**config.mk**
```make
export PLATFORM = sky130hd
export DESIGN_NAME = sabd_autobaud
export DESIGN_NICKNAME = d
export VERILOG_FILES = /design/src/design/sabd_pkg.sv /design/src/design/sabd_autobaud.sv
export SDC_FILE = /design/constraint.sdc
export NUM_CORES = 1
export LEC_CHECK = 0
export BUFFER_PORTS_ARGS = -buffer_cell sky130_fd_sc_hd__buf_4
export CELL_PAD_IN_SITES_DETAIL_PLACEMENT = 0
export CELL_PAD_IN_SITES_GLOBAL_PLACEMENT = 1
export CORE_MARGIN = 5
export CORE_UTILIZATION = 30
export DETAILED_ROUTE_END_ITERATION = 16
export PLACE_DENSITY_LB_ADDON = 0.05
export SETUP_SLACK_MARGIN = 0.1
export SYNTH_ARGS = -nofsm -noshare
export SYNTH_HDL_FRONTEND = slang
export SYNTH_SLANG_ARGS = --single-unit
```
**constraint.sdc**
```tcl
create_clock -name ref_clk -period 6.6 [get_ports ref_clk]
set_input_delay 1.32 -clock ref_clk [delete_from_list [all_inputs] [get_ports ref_clk]]
set_output_delay 1.32 -clock ref_clk [all_outputs]
set_load 0.005 [all_outputs]
```
**src/design/sabd_pkg.sv**
```systemverilog
// Package for the serial auto-baud detect block: register map, fields,
// reset values and prescale counts.
// Assumes a 32-bit AXI4-Lite register bus and one 100 MHz clock.
`default_nettype none
package sabd_pkg;
    // Register byte offsets
    localparam logic [7:0] CTRL_OFFSET     = 8'h00; // Control bits
    localparam logic [7:0] DIV_LOW_OFFSET  = 8'h04; // Divisor low byte
    localparam logic [7:0] DIV_HIGH_OFFSET = 8'h08; // Divisor high byte
    localparam logic [7:0] RX_DATA_OFFSET  = 8'h0c; // Receive data
    localparam logic [7:0] STATUS_OFFSET   = 8'h10; // Sticky events
    localparam logic [7:0] MASK_OFFSET     = 8'h14; // Interrupt mask
    // Control field positions
    localparam int CTRL_ABD_EN_BIT   = 0; // Autobaud enable
    localparam int CTRL_WIDE_BIT     = 1; // Wide divisor select
    localparam int CTRL_HIGH_BIT     = 2; // High speed select
    localparam int CTRL_WAKE_BIT     = 3; // Wake on break enable
    localparam int CTRL_IDLE_BIT     = 4; // Receive idle, read only
    // Status field positions
    localparam int STAT_RX_BIT       = 0; // Receive flag
    localparam int STAT_DONE_BIT     = 1; // Autobaud done event
    // Reset values
    localparam logic [3:0]  CTRL_RESET   = 4'h0;
    localparam logic [15:0] DIV_RESET    = 16'h0000;
    localparam logic [1:0]  MASK_RESET   = 2'h0;
    // Counter start value after a measurement begins
    localparam logic [15:0] DIV_START    = 16'h0001;
    // Autobaud counter clock dividers from the oscillator
    localparam int ABD_DIV_SLOW = 512; // Both selects low
    localparam int ABD_DIV_MID  = 128; // Exactly one select high
    localparam int ABD_DIV_FAST = 32;  // Both selects high
    // AXI response codes
    localparam logic [1:0] RESP_OKAY   = 2'h0;
    localparam logic [1:0] RESP_SLVERR = 2'h2;
    // Measurement sequence states
    typedef enum logic [2:0] {
        ABD_IDLE  = 3'b000, // Not measuring
        ABD_BREAK = 3'b001, // Waiting out a break
        ABD_START = 3'b010, // Waiting for start bit
        ABD_FIRST = 3'b011, // Waiting for first rising edge
        ABD_COUNT = 3'b100  // Counting edges two to five
    } sabd_state_type;
endpackage
`default_nettype wire

```
**src/design/sabd_autobaud.sv**
```systemverilog
// Auto-baud measurement logic with an AXI4-Lite register slave.
// Assumes rx_line is asynchronous to ref_clk; reset is synchronous high.
//
// Notes on behaviour
// - Receive line times the divisor counter
// - Enable bit starts sequence, receiver held idle
// - Counting starts at first rise after start
// - Fifth rising edge stops count, result kept
// - Completion clears enable, sets receive flag
// - Receive data read clears receive flag
// - Divisor pair is one 16-bit counter
// - Counter advances at one eighth base rate
// - Counter clock is osc/512, /128 or /32
// - Wake on break measures byte after break
// - Counter starts at one
`default_nettype none
module sabd_autobaud #(
    parameter int DIV_WIDTH = 16 // Divisor counter width
) (
    input  wire logic        ref_clk,       // System clock, 100 MHz
    input  wire logic        reset,         // Synchronous reset, high
    input  wire logic        rx_line,       // Serial receive line
    output logic             receive_idle,  // Receiver held idle
    output logic             irq,           // Level interrupt
    input  wire logic [7:0]  s_axi_awaddr,  // Write address
    input  wire logic        s_axi_awvalid, // Write address valid
    output logic             s_axi_awready, // Write address ready
    input  wire logic [31:0] s_axi_wdata,   // Write data
    input  wire logic [3:0]  s_axi_wstrb,   // Write strobes
    input  wire logic        s_axi_wvalid,  // Write data valid
    output logic             s_axi_wready,  // Write data ready
    output logic [1:0]       s_axi_bresp,   // Write response
    output logic             s_axi_bvalid,  // Write response valid
    input  wire logic        s_axi_bready,  // Write response ready
    input  wire logic [7:0]  s_axi_araddr,  // Read address
    input  wire logic        s_axi_arvalid, // Read address valid
    output logic             s_axi_arready, // Read address ready
    output logic [31:0]      s_axi_rdata,   // Read data
    output logic [1:0]       s_axi_rresp,   // Read response
    output logic             s_axi_rvalid,  // Read data valid
    input  wire logic        s_axi_rready   // Read data ready
);
    // Control bits and divisor storage
    logic                 abd_en_reg;     // Autobaud enable
    logic                 wide_reg;       // Wide divisor select
    logic                 high_reg;       // High speed select
    logic                 wake_reg;       // Wake on break enable
    logic [DIV_WIDTH-1:0] div_reg;        // Divisor pair / counter
    logic [1:0]           status_reg;     // Sticky events
    logic [1:0]           mask_reg;       // Interrupt mask
    sabd_pkg::sabd_state_type state_reg;  // Measurement state
    logic [2:0]           edge_cnt_reg;   // Rising edges seen
    logic                 rx_meta_reg;    // Synchroniser first stage
    logic                 rx_sync_reg;    // Synchroniser second stage
    logic                 rx_prev_reg;    // Previous synced level
    logic [8:0]           pre_cnt_reg;    // Counter clock prescaler
    logic                 tick;           // Counter clock enable
    logic                 rise;           // Rising edge of rx
    logic                 fall;           // Falling edge of rx
    logic                 done;           // Fifth edge seen
    // AXI slave state
    logic                 aw_hold_reg;    // Address captured
    logic                 w_hold_reg;     // Data captured
    logic [7:0]           awaddr_reg;     // Captured write address
    logic [31:0]          wdata_reg;      // Captured write data
    logic [3:0]           wstrb_reg;      // Captured strobes
    logic                 wr_fire;        // Write commits this cycle
    logic                 rd_fire;        // Read taken this cycle
    logic                 rd_rx_data;     // Read hits receive data
    logic                 rd_status;      // Read hits status
    logic [1:0]           status_next;    // Next status value

    // Divider ratio chosen by the two selects
    function automatic logic [8:0] abd_ratio(input logic w, input logic h);
        logic [8:0] r;
        unique case ({w, h})
            2'b00:          r = 9'(sabd_pkg::ABD_DIV_SLOW - 1);
            2'b01, 2'b10:   r = 9'(sabd_pkg::ABD_DIV_MID - 1);
            default:        r = 9'(sabd_pkg::ABD_DIV_FAST - 1);
        endcase
        return r;
    endfunction
    // Receive line synchroniser; first stage feeds only the second
    always_ff @(posedge ref_clk) begin
        if (reset) begin
            // Reset to the idle mark level so no false edge follows
            {rx_meta_reg, rx_sync_reg, rx_prev_reg} <= 3'b111;
        end else begin
            rx_meta_reg <= rx_line;
            rx_sync_reg <= rx_meta_reg;
            rx_prev_reg <= rx_sync_reg;
        end
    end
    // Edges are seen on the synced copy only, so each counts once
    assign rise = rx_sync_reg & ~rx_prev_reg;
    assign fall = ~rx_sync_reg & rx_prev_reg;
    // Prescaler: base clock divided by eight folded into one ratio
    always_ff @(posedge ref_clk) begin
        if (reset || state_reg != sabd_pkg::ABD_COUNT) begin
            pre_cnt_reg <= 9'h000;
        end else if (pre_cnt_reg >= abd_ratio(wide_reg, high_reg)) begin
            pre_cnt_reg <= 9'h000;
        end else begin
            pre_cnt_reg <= pre_cnt_reg + 9'h001;
        end
    end
    assign tick = (state_reg == sabd_pkg::ABD_COUNT) &&
                  (pre_cnt_reg >= abd_ratio(wide_reg, high_reg));
    // Fifth rising edge ends the measurement
    assign done = (state_reg == sabd_pkg::ABD_COUNT) && rise &&
                  (edge_cnt_reg == 3'h4);
    // Measurement sequence
    always_ff @(posedge ref_clk) begin
        if (reset) begin
            state_reg    <= sabd_pkg::ABD_IDLE;
            edge_cnt_reg <= 3'h0;
        end else begin
            unique case (state_reg)
                sabd_pkg::ABD_IDLE: begin
                    // Enable written: skip a break first if asked
                    if (abd_en_reg) begin
                        state_reg <= wake_reg ? sabd_pkg::ABD_BREAK
                                              : sabd_pkg::ABD_START;
                    end
                end
                sabd_pkg::ABD_BREAK: begin
                    // Break ends at its rising edge; next byte is measured
                    if (!abd_en_reg) begin
                        state_reg <= sabd_pkg::ABD_IDLE;
                    end else if (rise) begin
                        state_reg <= sabd_pkg::ABD_START;
                    end
                end
                sabd_pkg::ABD_START: begin
                    // Falling edge is the start bit
                    if (!abd_en_reg) begin
                        state_reg <= sabd_pkg::ABD_IDLE;
                    end else if (fall) begin
                        state_reg <= sabd_pkg::ABD_FIRST;
                    end
                end
                sabd_pkg::ABD_FIRST: begin
                    if (!abd_en_reg) begin
                        state_reg <= sabd_pkg::ABD_IDLE;
                    end else if (rise) begin
                        state_reg    <= sabd_pkg::ABD_COUNT;
                        edge_cnt_reg <= 3'h1;
                    end
                end
                sabd_pkg::ABD_COUNT: begin
                    if (!abd_en_reg || done) begin
                        state_reg <= sabd_pkg::ABD_IDLE;
                    end else if (rise) begin
                        edge_cnt_reg <= edge_cnt_reg + 3'h1;
                    end
                end
                default: state_reg <= sabd_pkg::ABD_IDLE; // Illegal codes
            endcase
        end
    end
    // Receiver held idle while the sequence runs
    assign receive_idle = (state_reg != sabd_pkg::ABD_IDLE) || abd_en_reg;
    // AXI write address/data capture, either order
    assign s_axi_awready = !aw_hold_reg && !s_axi_bvalid;
    assign s_axi_wready  = !w_hold_reg && !s_axi_bvalid;
    assign wr_fire       = aw_hold_reg && w_hold_reg && !s_axi_bvalid;
    always_ff @(posedge ref_clk) begin
        if (reset) begin
            {aw_hold_reg, w_hold_reg} <= 2'b00;
            awaddr_reg   <= 8'h00;
            wdata_reg    <= 32'h0000_0000;
            wstrb_reg    <= 4'h0;
            s_axi_bvalid <= 1'b0;
            s_axi_bresp  <= sabd_pkg::RESP_OKAY;
        end else begin
            if (s_axi_awvalid && s_axi_awready) begin
                aw_hold_reg <= 1'b1;
                awaddr_reg  <= s_axi_awaddr;
            end
            if (s_axi_wvalid && s_axi_wready) begin
                w_hold_reg <= 1'b1;
                wdata_reg  <= s_axi_wdata;
                wstrb_reg  <= s_axi_wstrb;
            end
            // Response once both halves are in
            if (wr_fire) begin
                aw_hold_reg  <= 1'b0;
                w_hold_reg   <= 1'b0;
                s_axi_bvalid <= 1'b1;
                unique case (awaddr_reg)
                    sabd_pkg::CTRL_OFFSET, sabd_pkg::DIV_LOW_OFFSET,
                    sabd_pkg::DIV_HIGH_OFFSET, sabd_pkg::RX_DATA_OFFSET,
                    sabd_pkg::STATUS_OFFSET, sabd_pkg::MASK_OFFSET:
                        s_axi_bresp <= sabd_pkg::RESP_OKAY;
                    default: s_axi_bresp <= sabd_pkg::RESP_SLVERR;
                endcase
            end else if (s_axi_bvalid && s_axi_bready) begin
                s_axi_bvalid <= 1'b0;
            end
        end
    end
    // Control bits; hardware clear of enable wins over a same-cycle write
    always_ff @(posedge ref_clk) begin
        if (reset) begin
            {wake_reg, high_reg, wide_reg, abd_en_reg} <=
                sabd_pkg::CTRL_RESET;
        end else begin
            if (wr_fire && awaddr_reg == sabd_pkg::CTRL_OFFSET &&
                wstrb_reg[0]) begin
                abd_en_reg <= wdata_reg[sabd_pkg::CTRL_ABD_EN_BIT];
                wide_reg   <= wdata_reg[sabd_pkg::CTRL_WIDE_BIT];
                high_reg   <= wdata_reg[sabd_pkg::CTRL_HIGH_BIT];
                wake_reg   <= wdata_reg[sabd_pkg::CTRL_WAKE_BIT];
            end
            if (done) begin
                abd_en_reg <= 1'b0;
            end
        end
    end
    // Divisor pair: software loads it, the measurement overwrites it
    always_ff @(posedge ref_clk) begin
        if (reset) begin
            div_reg <= DIV_WIDTH'(sabd_pkg::DIV_RESET);
        end else if (state_reg == sabd_pkg::ABD_FIRST && rise) begin
            div_reg <= DIV_WIDTH'(sabd_pkg::DIV_START);
        end else if (tick && !done) begin
            div_reg <= div_reg + DIV_WIDTH'(1);
        end else if (wr_fire && wstrb_reg[0] &&
                     state_reg == sabd_pkg::ABD_IDLE) begin
            // Writes ignored while measuring to keep the count intact
            if (awaddr_reg == sabd_pkg::DIV_LOW_OFFSET) begin
                div_reg[7:0] <= wdata_reg[7:0];
            end else if (awaddr_reg == sabd_pkg::DIV_HIGH_OFFSET) begin
                div_reg[15:8] <= wdata_reg[7:0];
            end
        end
    end

    // Read channel
    assign s_axi_arready = !s_axi_rvalid;
    assign rd_fire       = s_axi_arvalid && s_axi_arready;
    assign rd_rx_data    = rd_fire && s_axi_araddr == sabd_pkg::RX_DATA_OFFSET;
    assign rd_status     = rd_fire && s_axi_araddr == sabd_pkg::STATUS_OFFSET;
    always_ff @(posedge ref_clk) begin
        if (reset) begin
            s_axi_rvalid <= 1'b0;
            s_axi_rdata  <= 32'h0000_0000;
            s_axi_rresp  <= sabd_pkg::RESP_OKAY;
        end else if (rd_fire) begin
            s_axi_rvalid <= 1'b1;
            s_axi_rresp  <= sabd_pkg::RESP_OKAY;
            unique case (s_axi_araddr)
                sabd_pkg::CTRL_OFFSET:
                    s_axi_rdata <= {27'h0, receive_idle, wake_reg,
                                    high_reg, wide_reg, abd_en_reg};
                sabd_pkg::DIV_LOW_OFFSET:
                    s_axi_rdata <= {24'h0, div_reg[7:0]};
                sabd_pkg::DIV_HIGH_OFFSET:
                    s_axi_rdata <= {24'h0, div_reg[15:8]};
                sabd_pkg::RX_DATA_OFFSET:
                    s_axi_rdata <= 32'h0000_0000;
                sabd_pkg::STATUS_OFFSET:
                    s_axi_rdata <= {30'h0, status_reg};
                sabd_pkg::MASK_OFFSET:
                    s_axi_rdata <= {30'h0, mask_reg};
                default: begin
                    s_axi_rdata <= 32'h0000_0000;
                    s_axi_rresp <= sabd_pkg::RESP_SLVERR;
                end
            endcase
        end else if (s_axi_rvalid && s_axi_rready) begin
            s_axi_rvalid <= 1'b0;
        end
    end

    // Sticky events; a new event wins over a clearing read
    always_comb begin
        status_next = status_reg;
        if (rd_status) begin
            status_next = 2'h0;
        end
        if (rd_rx_data) begin
            status_next[sabd_pkg::STAT_RX_BIT] = 1'b0;
        end
        if (done) begin
            status_next = 2'h3;
        end
    end
    always_ff @(posedge ref_clk) begin
        if (reset) begin
            status_reg <= 2'h0;
            mask_reg   <= sabd_pkg::MASK_RESET;
        end else begin
            status_reg <= status_next;
            if (wr_fire && wstrb_reg[0] &&
                awaddr_reg == sabd_pkg::MASK_OFFSET) begin
                mask_reg <= wdata_reg[1:0];
            end
        end
    end

    // Interrupt while any unmasked status bit is set
    assign irq = |(status_reg & mask_reg);

    // Completion clears the enable and raises the flag next cycle
    property p_done_effects;
        @(posedge ref_clk) disable iff (reset)
        done |=> !abd_en_reg && status_reg[sabd_pkg::STAT_RX_BIT];
    endproperty
    a_done_effects: assert property (p_done_effects)
        else $error("completion did not clear enable or set flag");
    property p_start_one;
        @(posedge ref_clk) disable iff (reset)
        (state_reg == sabd_pkg::ABD_FIRST && rise && abd_en_reg)
            |=> div_reg == DIV_WIDTH'(1) &&
                state_reg == sabd_pkg::ABD_COUNT;
    endproperty
    a_start_one: assert property (p_start_one)
        else $error("counter did not start at one");
    // Setting the enable must leave idle on the very next cycle
    property p_idle_held;
        @(posedge ref_clk) disable iff (reset)
        (abd_en_reg && state_reg == sabd_pkg::ABD_IDLE)
            |=> state_reg != sabd_pkg::ABD_IDLE;
    endproperty
    a_idle_held: assert property (p_idle_held)
        else $error("enable did not start the sequence");
    property p_count_step;
        @(posedge ref_clk) disable iff (reset)
        (tick && !done) |=> div_reg == $past(div_reg) + DIV_WIDTH'(1);
    endproperty
    a_count_step: assert property (p_count_step)
        else $error("counter did not advance on tick");
    property p_no_count_idle;
        @(posedge ref_clk) disable iff (reset)
        (state_reg == sabd_pkg::ABD_IDLE && !wr_fire) |=> $stable(div_reg);
    endproperty
    a_no_count_idle: assert property (p_no_count_idle)
        else $error("counter moved outside measurement");
    property p_fast_rate;
        @(posedge ref_clk) disable iff (reset)
        (tick && wide_reg && high_reg)
            |-> pre_cnt_reg == 9'(sabd_pkg::ABD_DIV_FAST - 1);
    endproperty
    a_fast_rate: assert property (p_fast_rate)
        else $error("fast counter clock wrong");
    property p_rx_clear;
        @(posedge ref_clk) disable iff (reset)
        (rd_rx_data && !done) |=> !status_reg[sabd_pkg::STAT_RX_BIT];
    endproperty
    a_rx_clear: assert property (p_rx_clear)
        else $error("receive data read did not clear flag");
    property p_edge_count;
        @(posedge ref_clk) disable iff (reset)
        done |-> $past(edge_cnt_reg) == 3'h4;
    endproperty
    a_edge_count: assert property (p_edge_count)
        else $error("finished before fifth edge");
    property p_sync_path;
        @(posedge ref_clk) disable iff (reset)
        rise |-> $past(rx_meta_reg) && !rx_prev_reg;
    endproperty
    a_sync_path: assert property (p_sync_path)
        else $error("edge not from synchronised line");
endmodule
`default_nettype wire

```
==> impl_metrics.json <==
{
  "synthAdderAreaFrac_pct": 2.366,
  "core_um2": 12060,
  "dieWidth_um": 121.1,
  "largest_register_ffs": 16,
  "ctsResizeCount": 0,
  "startpoint_type": "flip-flop",
  "dpl.hpwl_um": 7007,
  "r2r-start": "high_reg",
  "final-hold-violation-count": 0,
  "vias_per_cell": 4.813,
  "cts_hold_buf": 0,
  "arrival_ps": 1620,
  "tightest_slew_ps": 773.0,
  "cts_buffer_depth": 2,
  "status": "completed",
  "worstHoldStart": "rx_meta_reg",
  "cts_setup_buffers": 0,
  "netSwitchingPower_w": 0.0002320,
  "synth-compound-area-share_pct": 17.30,
  "synth-main-ff-cell": "dfxtp_1",
  "ir_drop_mv": 0.1264,
  "syn_avg_cell_area_um2": 7.894,
  "first_pass_iters": 4,
  "area_growth_pct": 17.34,
  "fin_crit_ps": 2941,
  "slew_headroom_pct": 47.99,
  "ios": 103,
  "comb_power_share_pct": 8.3,
  "p_leak_nw": 1.634,
  "grt_max_degree": 52,
  "yosysWarnings": 0,
  "synth_seq_cells": 73,
  "antenna_found_initial": 0,
  "die_area_um2": 14660,
  "finClkSkew_ps": 4.188,
  "cts_tree": "yes",
  "clk_pin_slew_worst_paths_ps": 50,
  "cp_max_fo": 8,
  "drive_gt1_share_pct": 14.20,
  "synth-async-reset-ratio_pct": 0,
  "drc": 0,
  "ant_nets": 0,
  "fp.dieH_um": 121.1,
  "synthXorXnorAreaFrac_pct": 1.893,
  "p_seq_share_pct": 48.3,
  "rrSetupSlack_ps": 3700,
  "synthSimpleGateAreaFrac_pct": 26.36,
  "dp_slack_ps": 3732,
  "wl_um": 9519,
  "post_drt_wl_per_cell_um": 14.10,
  "startpoint": "state_reg[2]",
  "fin_crit_sh_pct": 44.56,
  "power.density_nw_per_um2": 221.8,
  "drt_iter0_drc": 173,
  "final.setup.tns_ps": 0,
  "setup_viol": 0,
  "hold_path.class": "reg -> reg",
  "yosysUniqueCellTypes": 49,
  "n_antenna_cell": 0,
  "grt_setup_unrepaired": "no",
  "grt_pass1_vias": 3054,
  "slew_violations": 0,
  "grt_pass1_wl_um": 15550,
  "max_freq_mhz": 340.0,
  "synth_mux_area_share_pct": 3.515,
  "yosysTopAreaCellShare_pct": 39.47,
  "grt.total_usage_pct": 13.33,
  "holdPathEnd": "rx_sync_reg",
  "hold_depth": 1,
  "final_area_um2": 4344,
  "path_class": "reg -> out",
  "postPlaceCellArea_um2": 4105,
  "synth_top_family_by_area": "simple AND/OR/NAND/NOR gates",
  "gp_congestion": 0.8119,
  "power.clock.fraction_pct": 43.4,
  "initial_core_util_pct": 30.70,
  "cts_root_buf": "clkbuf_16",
  "synth_cells": 469,
  "synth_edf_count": 0,
  "core.rowCount": 40,
  "cap_violations": 0,
  "intPower_w": 0.0007317,
  "timing.rr.end": "div_reg[10]",
  "swShare_pct": 24.07,
  "cts.sinks": 73,
  "cts_max_level": 3,
  "dr_total_vias": 3249,
  "finalWorstSetupSlack_ps": 3659,
  "clk_latency_ps": 330,
  "port_buffers": 49,
  "cts_buffers": 9,
  "endpoint_kind": "output pin",
  "required_ps": 5280,
  "worst-r2r-cell-count": 7,
  "synth-seq-area-share_pct": 39.47,
  "synth_area_um2": 3702,
  "yosysTopAreaCell": "dfxtp_1",
  "synthTopCellsByArea": "dfxtp_1 39%, nand2_1 7.3%, buf_4 5.3%",
  "finalNetCount": 573,
  "overflow": 0
}
## cell usage after synthesis (all sizes together) (2+ instances only)
cell,count
a22oi,9
o21ai,14
nand4,2
or2,7
dfxtp,73
and2,6
and3,4
or3,12
a32oi,2
xnor2,4
clkbuf,22
a31oi,13
buf,29
a311oi,2
a211oi,6
or4,7
nor3,11
ha,7
nor2b,7
nand2b,2
nor4,6
o211ai,10
inv,11
mux2i,13
nand2,72
nand3,15
nor3b,2
nor2,45
xor2,4
a21oi,34
nand3b,3
## cells by family after synthesis
kind of cell	count (synthesis)
buffers and inverters	62
adders and majority gates	7
xor gates and xnor gates	8
other	1
AOI/OAI and AO/OA	101
DFF	73
and+or+nand+nor	204
muxes	13
## how the worst max path moves through the flow
stage	end	slack (ps)	depth (start not counted)
2_1_floorplan	div_reg[10]	4020	8
5_1_grt	div_reg[10]	3530	7
3_5_place_dp	div_reg[10]	3730	7
4_1_cts	receive_idle	3640	3
3_3_place_gp	div_reg[12]	3740	7
6_report	receive_idle	3660	3
## cell usage in the layout, fill, tap and decap left out, types with 10 or more instances in the layout
| cell type | synthesis | final |
|---|---|---|
| nor3_1 | 11 | 11 |
| a31oi_1 | 13 | 13 |
| mux2i_1 | 13 | 13 |
| o21ai_0 | 14 | 14 |
| o211ai_1 | 10 | 10 |
| conb_1 | 1 | 26 |
| buf_4 | 26 | 52 |
| nand2_1 | 72 | 72 |
| or3_1 | 12 | 12 |
| nor2_1 | 45 | 45 |
| dfxtp_1 | 73 | 73 |
| inv_1 | 11 | 11 |
| nand3_1 | 15 | 15 |
| a21oi_1 | 34 | 34 |
## worst max-delay path: stages (launching register included)
cell and delay, ps:
dfxtp_1 370, or3_1 430, or2_2 340, buf_4 150
## final cells by class
cell class,count,area (um2)
clock inverter,2,10.01
clock buffer,10,229.0
timing repair buffer,52,390.4
fill,1321,7717
tap,168,210.2
sequential,73,1461
inverter,11,41.29
multi-input combinational,359,2002
## stage by stage
stage	hold WS [ps]	instances	utilization (%)	total power, W
6_report	405.3	675	36.02	0.0009637
5_1_grt	428.3	675	36.02	0.001005
4_1_cts	405.8	675	36.02	0.0009839
3_5_place_dp	392.3	663	34.04	0.0005561
3_3_place_gp	394.1	663	34.04	0.0005558
2_1_floorplan	389.5	494	-	0.0005305
## metal layers
layer / global-route usage, % / part of all wire, % / vias up
li1: - / - / 1682
met1: 17.98 / 48 / 1485
met2: 20.60 / 45 / 72
met3: 3.543 / 5.5 / 10
met4: 4.462 / 1.5 / 0
met5: 0 / 0 / -
## power by group through the flow
stage / Clock [W] / Combinational (W) / Sequential (W)
floorplan: 0 / 0.0000596 / 0.000471
global placement: 0 / 0.0000804 / 0.000475
detailed placement: 0 / 0.0000807 / 0.000475
CTS: 0.000437 / 0.0000808 / 0.000466
global route: 0.000446 / 0.0000912 / 0.000467
finish: 0.000419 / 0.0000796 / 0.000466
Note: power is estimated with default switching activity, not from simulation.
